[config.mk]
export PLATFORM = sky130hd
export DESIGN_NAME = dls_link_setup
export DESIGN_NICKNAME = d
export VERILOG_FILES = /design/src/rtl/dls_pkg.sv /design/src/rtl/dls_interp_stage.sv /design/src/rtl/dls_link_setup.sv
export SDC_FILE = /design/constraint.sdc
export NUM_CORES = 1
export LEC_CHECK = 0
export ABC_AREA = 1
export BUFFER_PORTS_ARGS = -buffer_cell sky130_fd_sc_hd__buf_2
export CAP_MARGIN = 15
export CORE_MARGIN = 2
export CORE_UTILIZATION = 50
export DETAILED_ROUTE_END_ITERATION = 8
export HOLD_SLACK_MARGIN = 0.05
export PLACE_DENSITY = 0.69
export SETUP_SLACK_MARGIN = 0.05
export SLEW_MARGIN = 10
export SYNTH_ARGS = -nofsm -noshare
export SYNTH_HDL_FRONTEND = slang
export SYNTH_SLANG_ARGS = --single-unit
[constraint.sdc]
create_clock -name sys_clk -period 6.2 [get_ports sys_clk]
set_input_delay 0.31 -clock sys_clk [delete_from_list [all_inputs] [get_ports sys_clk]]
set_output_delay 0.31 -clock sys_clk [all_outputs]
set_load 0.005 [all_outputs]
[src/rtl/dls_pkg.sv]
package dls_pkg;
  // Register byte offsets
  localparam logic [11:0] VCO_OUTPUT_DIVIDER_ADDR    = 12'h08B;
  localparam logic [11:0] PLL_REFERENCE_DIVIDER_ADDR = 12'h08C;
  localparam logic [11:0] LANE_POWER_DOWN_MASK_ADDR  = 12'h201;
  localparam logic [11:0] CFG_FIRST_ADDR             = 12'h450;
  localparam logic [11:0] CFG_LAST_ADDR              = 12'h45A;
  localparam int          CFG_COUNT                  = 11;
  // Field widths
  localparam int          VCO_DIV_W                  = 2;
  localparam int          REF_DIV_W                  = 3;
  localparam int          LANES                      = 4;
  // Reset values
  localparam logic [7:0]  VCO_DIV_RST                = 8'h00;
  localparam logic [7:0]  REF_DIV_RST                = 8'h00;
  localparam logic [7:0]  LANE_PD_RST                = 8'h00;
  // Feedback count limits
  localparam logic [6:0]  FB_COUNT_MIN               = 7'h06;
  localparam logic [6:0]  FB_COUNT_MAX               = 7'h7F;
  // Interpolation codes
  localparam logic [1:0]  INTERP_1X                  = 2'h0;
  localparam logic [1:0]  INTERP_2X                  = 2'h1;
  localparam logic [1:0]  INTERP_4X                  = 2'h2;
  localparam logic [1:0]  INTERP_8X                  = 2'h3;
  // Single-link modes
  typedef enum logic [3:0] {
    DLS_MODE_4  = 4'h4,
    DLS_MODE_5  = 4'h5,
    DLS_MODE_6  = 4'h6,
    DLS_MODE_7  = 4'h7,
    DLS_MODE_9  = 4'h9,
    DLS_MODE_10 = 4'hA
  } dls_mode_t;
  // Checksum methods
  localparam logic        CKSUM_FIELDS               = 1'b0;
  localparam logic        CKSUM_REGS                 = 1'b1;
  localparam logic [7:0]  N_VALUE                    = 8'h10;
endpackage

[src/rtl/dls_interp_stage.sv]
`timescale 1ns/10ps
// One half-band doubling stage; simple two-tap average for odd samples.
// Inputs queue so a burst from the stage before still yields two outputs each.
module dls_interp_stage (
  input  wire logic        sys_clk,
  input  wire logic        rst_n,
  input  wire logic        in_valid,
  input  wire logic [15:0] in_data,
  output logic             out_valid,
  output logic [15:0]      out_data
);
  // Depth four covers the 8x burst; faster input than the rules allow overruns it
  logic [15:0] fifo_q [4];
  logic [15:0] fifo_d [4];
  logic [15:0] prev_q, prev_d, out_q, out_d;
  logic [1:0]  head_q, head_d, tail_q, tail_d;
  logic [2:0]  count_q, count_d;
  logic        phase_q, phase_d, out_valid_q, out_valid_d, pop;
  logic [16:0] sum;

  always_comb begin
    sum = {fifo_q[head_q][15], fifo_q[head_q]} + {prev_q[15], prev_q};
    for (int i = 0; i < 4; i++) begin
      fifo_d[i] = fifo_q[i];
    end
    prev_d      = prev_q;
    out_d       = out_q;
    head_d      = head_q;
    tail_d      = tail_q;
    phase_d     = phase_q;
    out_valid_d = 1'b0;
    pop         = 1'b0;
    if (count_q != 3'h0) begin
      out_valid_d = 1'b1;
      if (!phase_q) begin
        out_d   = sum[16:1];
        phase_d = 1'b1;
      end else begin
        out_d   = fifo_q[head_q];
        prev_d  = fifo_q[head_q];
        head_d  = head_q + 2'h1;
        phase_d = 1'b0;
        pop     = 1'b1;
      end
    end
    if (in_valid) begin
      fifo_d[tail_q] = in_data;
      tail_d         = tail_q + 2'h1;
    end
    count_d = count_q + {2'h0, in_valid} - {2'h0, pop};
  end

  always_ff @(posedge sys_clk or negedge rst_n) begin
    if (!rst_n) begin
      for (int i = 0; i < 4; i++) begin
        fifo_q[i] <= 16'h0000;
      end
      prev_q      <= 16'h0000;
      out_q       <= 16'h0000;
      head_q      <= 2'h0;
      tail_q      <= 2'h0;
      count_q     <= 3'h0;
      phase_q     <= 1'b0;
      out_valid_q <= 1'b0;
    end else begin
      for (int i = 0; i < 4; i++) begin
        fifo_q[i] <= fifo_d[i];
      end
      prev_q      <= prev_d;
      out_q       <= out_d;
      head_q      <= head_d;
      tail_q      <= tail_d;
      count_q     <= count_d;
      phase_q     <= phase_d;
      out_valid_q <= out_valid_d;
    end
  end

  assign out_valid = out_valid_q;
  assign out_data  = out_q;
endmodule

[src/rtl/dls_link_setup.sv]
`timescale 1ns/10ps
// What this block does
// - Zero to three doubling stages chosen by interpolation code 0..3.
// - Link parameters identical at device and transmitter.
// - Device supports modes 4,5,6,7,9,10 with their M,L,S,F.
// - A one in lane power-down mask powers that lane off.
// - Checksum method matches transmitter: fields or registers.
// - Field checksum: low byte of summed minus-one fields and flags.
// - Register checksum: low byte of sum of registers 0x450..0x45A.
module dls_link_setup (
  input  wire logic        sys_clk,
  input  wire logic        rst_n,
  input  wire logic        reg_wr,
  input  wire logic        reg_rd,
  input  wire logic [11:0] reg_addr,
  input  wire logic [7:0]  reg_wdata,
  output logic [7:0]       reg_rdata,
  input  wire logic [3:0]  link_mode,
  input  wire logic [5:0]  k_minus_one,
  input  wire logic        scrambling,
  input  wire logic        subclass,
  input  wire logic [2:0]  link_version,
  input  wire logic        checksum_method,
  input  wire logic [6:0]  pll_feedback_count,
  input  wire logic [1:0]  interpolation_select,
  input  wire logic        sample_valid,
  input  wire logic [15:0] sample_data,
  output logic             dac_valid,
  output logic [15:0]      dac_data,
  output logic [7:0]       first_lane_checksum,
  output logic [3:0]       lane_enable_mask,
  output logic [3:0]       lane_power_off_mask,
  output logic             high_density_flag,
  output logic [1:0]       link_m,
  output logic [2:0]       link_l,
  output logic [1:0]       link_s,
  output logic [2:0]       link_f,
  output logic             config_error
);
  logic [7:0]  vco_q, vco_d, ref_q, ref_d, lpd_q, lpd_d;
  logic [7:0]  cfg_q [dls_pkg::CFG_COUNT];
  logic [7:0]  cfg_d [dls_pkg::CFG_COUNT];
  logic [7:0]  rdata_q, rdata_d, cks_q, cks_d;
  logic [1:0]  m_v, s_v;
  logic [2:0]  l_v, f_v;
  logic        mode_ok, hd_v;
  logic [7:0]  sum_f, sum_r;
  logic        err_q, err_d;
  logic [3:0]  stage_v;
  logic [15:0] stage_data [4];
  logic [3:0]  stage_vld;

  // Mode table: {M, L, S, F}
  function automatic logic [10:0] mode_row(input logic [3:0] md);
    case (md)
      dls_pkg::DLS_MODE_4:  mode_row = {1'b1, 2'h2, 3'h4, 2'h1, 3'h1};
      dls_pkg::DLS_MODE_5:  mode_row = {1'b1, 2'h2, 3'h4, 2'h2, 3'h2};
      dls_pkg::DLS_MODE_6:  mode_row = {1'b1, 2'h2, 3'h2, 2'h1, 3'h2};
      dls_pkg::DLS_MODE_7:  mode_row = {1'b1, 2'h2, 3'h1, 2'h1, 3'h4};
      dls_pkg::DLS_MODE_9:  mode_row = {1'b1, 2'h1, 3'h2, 2'h1, 3'h1};
      dls_pkg::DLS_MODE_10: mode_row = {1'b1, 2'h1, 3'h1, 2'h1, 3'h2};
      default:              mode_row = 11'h000;
    endcase
  endfunction

  always_comb begin
    {mode_ok, m_v, l_v, s_v, f_v} = mode_row(link_mode);
    hd_v = (f_v == 3'h1);
  end

  // Field sum uses N-1 = Np-1 = 15 fixed
  always_comb begin
    sum_f = {5'h00, l_v - 3'h1} + {6'h00, m_v - 2'h1} + {2'h0, k_minus_one}
          + (dls_pkg::N_VALUE - 8'h01) + (dls_pkg::N_VALUE - 8'h01)
          + {6'h00, s_v - 2'h1} + {7'h00, scrambling} + {7'h00, hd_v}
          + {7'h00, subclass} + {5'h00, link_version};
    sum_r = 8'h00;
    for (int i = 0; i < dls_pkg::CFG_COUNT; i++) begin
      sum_r = sum_r + cfg_q[i];
    end
  end

  always_comb begin
    vco_d   = vco_q;
    ref_d   = ref_q;
    lpd_d   = lpd_q;
    rdata_d = rdata_q;
    for (int i = 0; i < dls_pkg::CFG_COUNT; i++) begin
      cfg_d[i] = cfg_q[i];
    end
    if (reg_wr) begin
      if (reg_addr == dls_pkg::VCO_OUTPUT_DIVIDER_ADDR) vco_d = reg_wdata;
      if (reg_addr == dls_pkg::PLL_REFERENCE_DIVIDER_ADDR) ref_d = reg_wdata;
      if (reg_addr == dls_pkg::LANE_POWER_DOWN_MASK_ADDR) lpd_d = reg_wdata;
      for (int i = 0; i < dls_pkg::CFG_COUNT; i++) begin
        if (reg_addr == dls_pkg::CFG_FIRST_ADDR + 12'(i)) cfg_d[i] = reg_wdata;
      end
    end
    if (reg_rd) begin
      rdata_d = 8'h00;
      if (reg_addr == dls_pkg::VCO_OUTPUT_DIVIDER_ADDR) rdata_d = vco_q;
      if (reg_addr == dls_pkg::PLL_REFERENCE_DIVIDER_ADDR) rdata_d = ref_q;
      if (reg_addr == dls_pkg::LANE_POWER_DOWN_MASK_ADDR) rdata_d = lpd_q;
      for (int i = 0; i < dls_pkg::CFG_COUNT; i++) begin
        if (reg_addr == dls_pkg::CFG_FIRST_ADDR + 12'(i)) rdata_d = cfg_q[i];
      end
    end
    cks_d = (checksum_method == dls_pkg::CKSUM_REGS) ? sum_r : sum_f;
    // Host owns the ranges; device only flags what it can see
    err_d = !mode_ok
          || (pll_feedback_count < dls_pkg::FB_COUNT_MIN)
          || (vco_q[dls_pkg::VCO_DIV_W-1:0] == 2'h0)
          || (ref_q[dls_pkg::REF_DIV_W-1:0] == 3'h0)
          || (ref_q[dls_pkg::REF_DIV_W-1:0] > 3'h4)
          || (((link_mode == dls_pkg::DLS_MODE_4) || (link_mode == dls_pkg::DLS_MODE_9))
              && (k_minus_one != 6'h1F));
  end

  always_ff @(posedge sys_clk or negedge rst_n) begin
    if (!rst_n) begin
      vco_q   <= dls_pkg::VCO_DIV_RST;
      ref_q   <= dls_pkg::REF_DIV_RST;
      lpd_q   <= dls_pkg::LANE_PD_RST;
      rdata_q <= 8'h00;
      cks_q   <= 8'h00;
      err_q   <= 1'b0;
      for (int i = 0; i < dls_pkg::CFG_COUNT; i++) begin
        cfg_q[i] <= 8'h00;
      end
    end else begin
      vco_q   <= vco_d;
      ref_q   <= ref_d;
      lpd_q   <= lpd_d;
      rdata_q <= rdata_d;
      cks_q   <= cks_d;
      err_q   <= err_d;
      for (int i = 0; i < dls_pkg::CFG_COUNT; i++) begin
        cfg_q[i] <= cfg_d[i];
      end
    end
  end

  // Stage k is live when code exceeds k; bypassed stages pass through
  assign stage_data[0] = sample_data;
  assign stage_vld[0]  = sample_valid;
  genvar g;
  generate
    for (g = 0; g < 3; g++) begin : g_stage
      logic        ov;
      logic [15:0] od;
      dls_interp_stage u_stage (
        .sys_clk   (sys_clk),
        .rst_n     (rst_n),
        .in_valid  (stage_vld[g]),
        .in_data   (stage_data[g]),
        .out_valid (ov),
        .out_data  (od)
      );
      assign stage_v[g]      = (interpolation_select > 2'(g));
      assign stage_vld[g+1]  = stage_v[g] ? ov : stage_vld[g];
      assign stage_data[g+1] = stage_v[g] ? od : stage_data[g];
    end
  endgenerate
  assign stage_v[3] = 1'b0;

  assign dac_valid           = stage_vld[3];
  assign dac_data            = stage_data[3];
  assign reg_rdata           = rdata_q;
  assign first_lane_checksum = cks_q;
  assign lane_enable_mask    = 4'((5'h01 << l_v) - 5'h01);
  assign lane_power_off_mask = lpd_q[dls_pkg::LANES-1:0];
  assign high_density_flag   = hd_v;
  assign link_m              = m_v;
  assign link_l              = l_v;
  assign link_s              = s_v;
  assign link_f              = f_v;
  assign config_error        = err_q;
endmodule

==> out/metrics.cfg, run 1 <==
[outcome]
outcome = completed

[die]
start_util_pct = 50.81
fp-row-count = 81
io_pins = 119
die_y_um = 227.3
coreArea_um2 = 49050
die_x_um = 227.3
die_area_um2 = 51640

[yosys]
netlist_area_um2 = 24920
ys_types = 52
yosysSeqAreaShare_pct = 44.58
synth-async-reset-ratio_pct = 100.0
ys_seq_elements = 444
synth.avg_cell_area_um2 = 8.454
synth-main-ff-cell = dfrtp_1
syn_inst = 2948
yosysWarnings = 0
synth_fp_nets = 3179
synth_edf_count = 0

[grt]
antenna_found_initial = 1
grt-ovfl-total = 0
grt_start_max_net_pins = 153
grt_pass1_vias = 20040
grt_pass1_wl_um = 101000
track_usage_pct = 24.53

[power]
swShare_pct = 41.91
p_int_mw = 8.281
total_power_mw = 14.26
ir_drop_mv = 0.3092
combPwrFrac_pct = 47.4
switching_power_mw = 5.975
power_density_nw_per_um2 = 513.6
pwr-share-seq_pct = 31.8
pwr-share-clk_pct = 20.8
p_leak_nw = 13.68

[place]
place_hpwl_um = 42920
io_buffers = 117
globalplace.congestion = 0.8711

[routing]
vias_per_cell = 5.360
drc = 0
drtIter0Drc = 1489
wire_per_inst_um = 16.38
ant_nets = 0
dr.pass1.iters = 6
wirelength_um = 61170
vias = 20010

[worst_setup_path]
cp_cell_sequence = inv_1 > fa_1 > inv_1 > fa_1 > fa_1 > fa_1 > inv_1 > fa_1 > inv_1 > ha_1 > nand3_1 > nand3_1 > a21oi_1 > nor2_1 > nor2_1 > xor2_1 > nand3b_1 > nand2_1 > nand2_1 > nand2_1
cp-start-kind = flip-flop
arrival_ps = 5180
crit_type = flip-flop to flip-flop
critPathMaxFanout = 4
critPathMostFrequentCell = fa_1
critPathCaptureType = flip-flop
slowest_stage = fa_1
max_stage_delay_ps = 550
worstPathRequired_ps = 6680

[finish]
syn2layout_area_growth_pct = 11.38
nets = 3259
post-route-util_pct = 56.59
register_area_um2 = 11110
final_cell_mix = nand2_1 (724), dfrtp_1 (444), inv_1 (422), o21ai_0 (379), nor2_1 (166)
multi_input_area_um2 = 11680
nFillCells = 4455
final_common_cell = nand2_1
drive_gt1_share_pct = 10.46

[timing]
rsz0062_at_grt = false
final.min_clock_period_ps = 4699
slew_violations = 0
finalCritPeriodShare_pct = 75.80
fin_tns_setup_ps = 0
max_freq_mhz = 212.8
timing.slew.headroom_pct = 27.44
tightest_slew_ps = 1077
finalHoldViolCount = 0
setup_viol = 0
fin_worst_skew_ps = 20.69

[clocking]
htreeDepth = 2
clock_latency_ps = 590
post-cts-setup-buffers = 0
cts_max_path_buffers = 3
cts_tree = done
cts_resized = 0
numCtsBuffers = 50
cts-root-buf = clkbuf_16
cts.sinks = 444
cts_hold_buf = 9
cts.clk_slew.worst_paths_ps = 60

[worst_hold_path]
hold_path_class = input port to flip-flop

[job]
cap_viol_max_count = 0

-- critical path: cells and delay by family, from the launching register on --
kind / cells / cell delay (ps)
buf+inv: 4 / 220
flops: 1 / 370
fa+ha+maj: 6 / 3000
compound gates: 1 / 140
xor+xnor: 1 / 180
simple gates: 8 / 670
-- routing by layer --
metal	global-route usage [%]	wire (µm)	vias to the layer above
met5	0	0	-
met4	8.012	1794	0
met3	3.536	3195	114
met2	41.60	29680	546
met1	32.51	26500	9727
li1	-	-	9627
-- kinds of logic after synthesis --
logic type / Yosys count / share of synthesized area (%)
mux: 72 / 3.570
xor+xnor: 55 / 1.933
compound gates: 592 / 12.76
simple gates: 1073 / 18.10
fa+ha+maj: 165 / 10.48
buf+inv: 547 / 8.565
flops: 444 / 44.58
-- Yosys cell counts (16+ instances only) --
library cell	n	share of area [%]
mux2_2	53	2.4
ha_1	92	4.6
o21ai_0	379	7.6
nor2_1	166	2.5
nand3_1	95	1.9
a21oi_1	128	2.6
o221ai_1	22	0.77
fa_1	73	5.9
xnor2_1	32	1.1
inv_1	422	6.4
nand2_1	724	11
xor2_1	23	0.81
nand4_1	39	0.98
mux2_4	18	1.1
dfrtp_1	444	45
clkbuf_1	84	1.3
a22oi_1	16	0.48
-- registers in the layout, summed over array words and instances (netlist names) --
register	flops
ref_q	8
g_stage.u_stage.count_q	9
vco_q	8
g_stage.u_stage.out_data	48
g_stage.u_stage.prev_q	48
g_stage.u_stage.out_valid	3
config_error	1
lpd_q	8
g_stage.u_stage.head_q	6
g_stage.u_stage.tail_q	6
reg_rdata	8
g_stage.u_stage.phase_q	3
first_lane_checksum	8
g_stage.u_stage.fifo_q	192
cfg_q	88
-- final cells by class --
class	instances	area share (%)
multi-input combinational	1957	42.06
antenna	2	0.01803
sequential	444	40.03
timing repair buffer	145	3.119
clock buffer	74	5.423
tap	664	2.993
inverter	430	5.815
clock inverter	18	0.5409
-- through the flow --
step                      std cells  setup slack (ps)  area, µm²  hold slack, ps
after floorplan                2948              1796      24920           14.41
after global placement         3630              1510      25990           337.3
after detailed placement       3630              1522      25990           344.4
after CTS                      3731              1499      27730           52.24
after global routing           3732              1291      27750           94.90
final                          3734              1501      27760           83.04
-- power groups by stage --
stage	clock network (mW)	registers (mW)	logic, mW
global route	3.14	4.64	7.71
finish	2.96	4.53	6.76
global placement	0	4.50	6.46
CTS	3.04	4.52	6.75
floorplan	0	4.36	5.18
detailed placement	0	4.56	6.69
-- worst paths after layout --
kind	start	to	slack (ps)	cells past startpoint
min reg2reg	reg_rdata[0]	reg_rdata[0]	470	2
max in group asynchronous	rst_n	g_stage[2].u_stage.phase_q	4590	3
min in group asynchronous	rst_n	vco_q[4]	310	2
max	cfg_q[4]	first_lane_checksum[7]	1500	20
max reg2reg	cfg_q[4]	first_lane_checksum[7]	1500	20
min	sample_data[6]	g_stage[0].u_stage.fifo_q[22]	80	3
(Power assumes the default switching activity.)
==> inputs of run 2 (changes only) <==
clock period = 4.65 ns   (was 6.2 ns; I/O delays follow)
==> out/metrics.cfg, run 2 (same netlist as run 1, synthesis figures left out) <==
[grt]
busiest_layer = met2
grt_start_max_net_pins = 123  ; -20%
grt_pass1_wl_um = 102200  ; +1.2%
track_usage_pct = 24.79  ; +0.25 points
met1_usage_pct = 33.66  ; +1.2 points
antenna_found_initial = 0  ; -1
grt_pass1_vias = 20010  ; -0.18%
use_met2_pct = 42.20  ; +0.60 points
grt-ovfl-total = 0  ; unchanged
gr-usage-met3_pct = 2.749  ; -0.79 points

[worst_setup_path]
critPathMaxFanout = 3  ; -1
cp-start-kind = flip-flop
crit_type = flip-flop to flip-flop
max_stage_delay_ps = 590  ; +40 ps
worstPathRequired_ps = 5130  ; -1550 ps
r2r_slack_ps = 210  ; -1290 ps
regToRegStartpoint = cfg_q[35]
rr_endpoint = first_lane_checksum[7]
slowest_stage = fa_1
reg2regPathDepth = 20  ; unchanged
cp_cell_sequence = inv_2 > fa_1 > inv_2 > fa_1 > fa_2 > fa_1 > inv_2 > fa_1 > inv_2 > ha_4 > nand3_2 > nand3_2 > a21oi_2 > nor2_1 > nor2_1 > xor2_1 > nand3b_1 > nand2_1 > nand2_1 > nand2_1
arrival_ps = 4920  ; -260 ps
critPathCaptureType = flip-flop

[timing]
worst_slack_ps = 207.4  ; -1293 ps
finalCritPeriodShare_pct = 95.54  ; +20 points
setup_viol = 0  ; unchanged
rsz0062_at_grt = true
finalHoldViolCount = 0  ; unchanged
final.min_clock_period_ps = 4443  ; -256.8 ps
timing.slew.headroom_pct = 29.44  ; +2.0 points
fin_hold_ws_ps = 138.8  ; +55.76 ps
fin_worst_skew_ps = 11.37  ; -9.323 ps
tightest_slew_ps = 1056  ; -21.13 ps
slew_violations = 0  ; unchanged
max_freq_mhz = 225.1  ; +5.8%

[power]
pwr-share-seq_pct = 31.5  ; -0.3 points
power_density_nw_per_um2 = 681.6  ; +33%
p_leak_nw = 13.83  ; +1.1%
pwr-share-clk_pct = 21.1  ; +0.3 points
switching_power_mw = 8.067  ; +35%
p_int_mw = 11.11  ; +34%
swShare_pct = 42.06  ; +0.15 points
combPwrFrac_pct = 47.5  ; about the same
ir_drop_mv = 0.4001  ; +29%

[routing]
wire_per_inst_um = 16.57  ; +1.1%
wirelength_um = 62440  ; +2.1%
ant_nets = 0  ; unchanged
vias = 20230  ; +1.1%
vias_per_cell = 5.368  ; +0.15%
drtIter0Drc = 1605  ; +7.8%
drc = 0  ; unchanged
dr.pass1.iters = 6  ; unchanged

[finish]
drive_gt1_share_pct = 11.66  ; +1.2 points
nFillCells = 4339  ; -2.6%
final_common_cell = nand2_1
syn2layout_area_growth_pct = 12.92
nets = 3295  ; +1.1%
multi_input_area_um2 = 11730  ; +0.48%
largest_reg_flops = 192  ; unchanged
final_area_um2 = 28140  ; +1.4%
reg.largest.list = g_stage.u_stage.fifo_q: 192 flops, cfg_q: 88 flops
register_area_um2 = 11110  ; unchanged
regMostFlops = g_stage.u_stage.fifo_q
final_cell_mix = nand2_1 (724), dfrtp_1 (444), inv_1 (413), o21ai_0 (379), nor2_1 (166)
antennaDiodeCount = 0  ; -2

[place]
postPlaceCellArea_um2 = 26090  ; +0.40%
place_hpwl_um = 44010  ; +2.5%
io_buffers = 117  ; unchanged
globalplace.congestion = 0.8986  ; +3.2%
dpl_worst_slack_ps = 18.64  ; -1503 ps

[clocking]
cts-root-buf = clkbuf_16
htreeDepth = 2  ; unchanged
cts_max_path_buffers = 3  ; unchanged
cts_tree = done
cts.clk_slew.worst_paths_ps = 60  ; about the same
cts.sinks = 444  ; unchanged
clock_latency_ps = 600  ; about the same
numCtsBuffers = 51  ; +2.0%

[worst_hold_path]
min_to = cfg_q[48]
hold_path_class = input port to flip-flop
hp-start = reg_wdata[0]
hold_depth = 3  ; unchanged

[die]
fp-row-count = 81  ; unchanged
die_area_um2 = 51640  ; unchanged
die_x_um = 227.3  ; unchanged
start_util_pct = 50.81  ; unchanged
die_y_um = 227.3  ; unchanged
coreArea_um2 = 49050  ; unchanged
io_pins = 119  ; unchanged

[job]
cap_viol_max_count = 0  ; unchanged

[outcome]
outcome = completed

## run 2: changes by cell type in the layout (fill, tap and decap cells not counted), sizes merged
cell | previous run | this run
buf | 136 | 156
dlygate4sd3 | 9 | 24
diode | 2 | 0
clkinv | 19 | 20
clkinvlp | 1 | 2
## run 2: layout make-up
cell class,instances,area share [%]
well taps,664,2.952
flip-flops and latches,444,39.48
repair buffers,180,4.099
multi-input cells,1957,41.69
clock inverters,20,0.6580
clock buffers,74,5.380
inverters,430,5.736
## run 2: metrics by stage
step	cells	total power, mW	TNS (ps)	utilization, %
after CTS	3763	19.21	0	57.16
after detailed placement	3644	15.05	0	53.19
final	3769	19.18	0	57.37
after floorplan	2948	12.72	0	-
after global routing	3769	20.82	-23.26	57.37
after global placement	3644	14.70	0	53.19
## run 2: layer usage
layer / share of wire, % / vias up / wire, µm
met5: 0 / - / 0
met1: 44 / 9884 / 27480
li1: - / 9686 / -
met4: 2.4 / 0 / 1478
met3: 5.3 / 107 / 3283
met2: 48 / 554 / 30200
## run 2: worst max-delay path: cells and delay by family, from the launching register on
| kind | cells | cell delay, ps |
|---|---|---|
| and+or+nand+nor | 8 | 620 |
| buffers and inverters | 4 | 190 |
| AOI/OAI and AO/OA | 1 | 130 |
| DFF | 1 | 380 |
| xor gates and xnor gates | 1 | 180 |
| adders and majority gates | 6 | 2810 |
## run 2: how the worst max path moves through the flow
stage	from	to	depth (start not counted)
after floorplan	cfg_q[4]	first_lane_checksum[7]	20
after global placement	cfg_q[3]	first_lane_checksum[7]	20
after detailed placement	cfg_q[11]	first_lane_checksum[7]	20
after CTS	cfg_q[3]	first_lane_checksum[7]	20
after global routing	cfg_q[35]	first_lane_checksum[7]	20
final	cfg_q[35]	first_lane_checksum[7]	20
## run 2: power by group through the flow
stage | Combinational (mW) | Clock (mW) | Sequential [mW]
floorplan | 6.91 | 0 | 5.81
detailed placement | 8.98 | 0 | 6.06
CTS | 9.07 | 4.12 | 6.02
global placement | 8.70 | 0 | 5.99
finish | 9.11 | 4.04 | 6.03
global route | 10.4 | 4.26 | 6.18
## run 2: what timing repair did
action                                 in CTS  in global routing
resized for setup                           0                 17
endpoints found under the hold margin     199                  0
hold buffers                               24                  0
setup endpoints to repair                   1                  2
pin swaps                                   3                 21
buffers inserted                            1                  6
==> inputs of run 3 (changes only) <==
RECOVER_POWER = 100   (was not set)
==> out/metrics.cfg, run 3 (same netlist as run 1, synthesis figures left out) <==
[routing]
vias = 20160  ; -0.36%
drtIter0Drc = 1533  ; -4.5%
wire_per_inst_um = 16.60  ; +0.22%
dr.pass1.iters = 6  ; unchanged
vias_per_cell = 5.349  ; -0.36%
wirelength_um = 62580  ; +0.22%
drc = 0  ; unchanged
ant_nets = 0  ; unchanged

[place]
dpl_worst_slack_ps = 18.64  ; unchanged
globalplace.congestion = 0.8986  ; unchanged
place_hpwl_um = 44010  ; unchanged
io_buffers = 117  ; unchanged

[timing]
slew_violations = 226  ; +226
timing.slew.headroom_pct = -119.8  ; -150 points
worst_slack_ps = 200.5  ; -6.925 ps
max_freq_mhz = 224.7  ; -0.16%
fin_worst_skew_ps = 13.01  ; +1.644 ps
finalHoldViolCount = 0  ; unchanged
finalCritPeriodShare_pct = 95.69  ; +0.15 points
tightest_slew_ps = 3297  ; +2241 ps
final.min_clock_period_ps = 4449  ; +6.925 ps
rsz0062_at_grt = true
setup_viol = 0  ; unchanged

[worst_setup_path]
crit_type = flip-flop to flip-flop
worstPathRequired_ps = 5120  ; about the same
cp-start-kind = flip-flop
critPathMaxFanout = 3  ; unchanged
arrival_ps = 4920  ; about the same
critPathCaptureType = flip-flop

[die]
io_pins = 119  ; unchanged
die_x_um = 227.3  ; unchanged
die_area_um2 = 51640  ; unchanged
die_y_um = 227.3  ; unchanged
fp-row-count = 81  ; unchanged
coreArea_um2 = 49050  ; unchanged
start_util_pct = 50.81  ; unchanged

[grt]
use_met2_pct = 42.20  ; unchanged
grt_start_max_net_pins = 123  ; unchanged
grt-ovfl-total = 0  ; unchanged
busiest_layer = met2
track_usage_pct = 24.79  ; unchanged
gr-usage-met3_pct = 2.749  ; unchanged
antenna_found_initial = 0  ; unchanged
grt_pass1_vias = 20010  ; unchanged
grt_pass1_wl_um = 102200  ; unchanged
met1_usage_pct = 33.66  ; unchanged

[finish]
largest_reg_flops = 192  ; unchanged
nets = 3295  ; unchanged
final_cell_mix = nand2_1 (730), dfrtp_1 (444), inv_1 (416), o21ai_0 (387), nor2_1 (170)
nFillCells = 4415  ; +1.8%
post-route-util_pct = 56.66  ; -0.71 points
reg.largest.list = g_stage.u_stage.fifo_q: 192 flops, cfg_q: 88 flops
final_common_cell = nand2_1
regMostFlops = g_stage.u_stage.fifo_q
drive_gt1_share_pct = 8.438  ; -3.2 points
antennaDiodeCount = 0  ; unchanged
syn2layout_area_growth_pct = 11.53

[clocking]
cts-root-buf = clkbuf_16
clock_latency_ps = 600  ; about the same
cts_tree = done
cts_max_path_buffers = 3  ; unchanged
numCtsBuffers = 51  ; unchanged
cts.sinks = 444  ; unchanged
htreeDepth = 2  ; unchanged
cts.clk_slew.worst_paths_ps = 60  ; about the same

[job]
cap_viol_max_count = 10  ; +10

[worst_hold_path]
hold_path_class = input port to flip-flop

[power]
power_density_nw_per_um2 = 683.1  ; +0.21%
ir_drop_mv = 0.3933  ; -1.7%
p_leak_nw = 13.52  ; -2.3%

[outcome]
violations = capacitance limit, slew limit
outcome = finished, violations left

-- run 3: cell types whose count changed in the layout (fill, tap and decap cells not counted), sizes merged --
cell,before,now
clkbuf,74,133
buf,156,97
-- run 3: what timing repair did --
item                                    in CTS  in global routing
pin swaps                                    3                 21
endpoints found under the hold margin      199                  0
setup buffers                                1                  6
gates cloned                                 0                  0
hold buffers                                24                  0
resized for setup                            0                 17
endpoints found under the setup margin       1                  2
-- run 3: area by class of cell --
class / instances / area (µm²) / area share (%)
clock inverter: 20 / 185.2 / 0.6662
tap: 664 / 830.8 / 2.989
timing repair buffer: 180 / 1032 / 3.714
multi-input combinational: 1957 / 11510 / 41.40
sequential: 444 / 11110 / 39.97
inverter: 430 / 1614 / 5.807
clock buffer: 74 / 1514 / 5.447
-- run 3: layer usage --
metal,share of wire [%],vias to the layer above,wire (µm)
met5,0,-,0
met4,2.4,0,1492
met3,4.9,103,3074
met2,48,528,30230
met1,44,9831,27790
li1,-,9697,-
-- run 3: path summary, 6_finish.rpt --
path / from / endpoint / slack (ps) / cells past startpoint
worst max-delay path: cfg_q[35] / first_lane_checksum[7] / 200 / 20
worst min-delay path: reg_wdata[0] / cfg_q[48] / 140 / 3
worst max register to register: cfg_q[35] / first_lane_checksum[7] / 200 / 20
worst min register to register: reg_rdata[1] / reg_rdata[1] / 480 / 2
max in group asynchronous: rst_n / g_stage[2].u_stage.prev_q[5] / 880 / 3
min in group asynchronous: rst_n / cfg_q[8] / 1200 / 2
-- run 3: power by group --
| part | internal [mW] | leakage (nW) | switching, mW |
|---|---|---|---|
| sequential | 5.30 | 5.67 | 0.728 |
| clock | 2.37 | 0.840 | 1.66 |
| combinational | 3.29 | 7.01 | 5.64 |
-- run 3: worst max-delay path: stages, from the launching register on --
cell and delay [ps]:
dfrtp_1 390, inv_2 50, fa_1 540, inv_2 40
fa_1 590, fa_2 450, fa_1 520, inv_2 40
fa_1 510, inv_2 60, ha_4 200, nand3_2 60
nand3_2 100, a21oi_2 130, nor2_1 50, nor2_1 120
xor2_1 180, nand3b_1 130, nand2_1 60, nand2_1 50
nand2_1 50
-- run 3: per-stage QoR --
step / TNS, ps / hold slack [ps] / instance area (µm²) / instances / total power, mW
5_1_grt: -23.26 / 178.6 / 27790 / 3769 / 20.62
2_1_floorplan: 0 / -63.09 / 24920 / 2948 / 12.72
3_5_place_dp: 0 / 416.7 / 26090 / 3644 / 15.05
4_1_cts: 0 / 113.7 / 28040 / 3763 / 19.21
3_3_place_gp: 0 / 399.5 / 26090 / 3644 / 14.70
6_report: 0 / 142.0 / 27790 / 3769 / 18.98
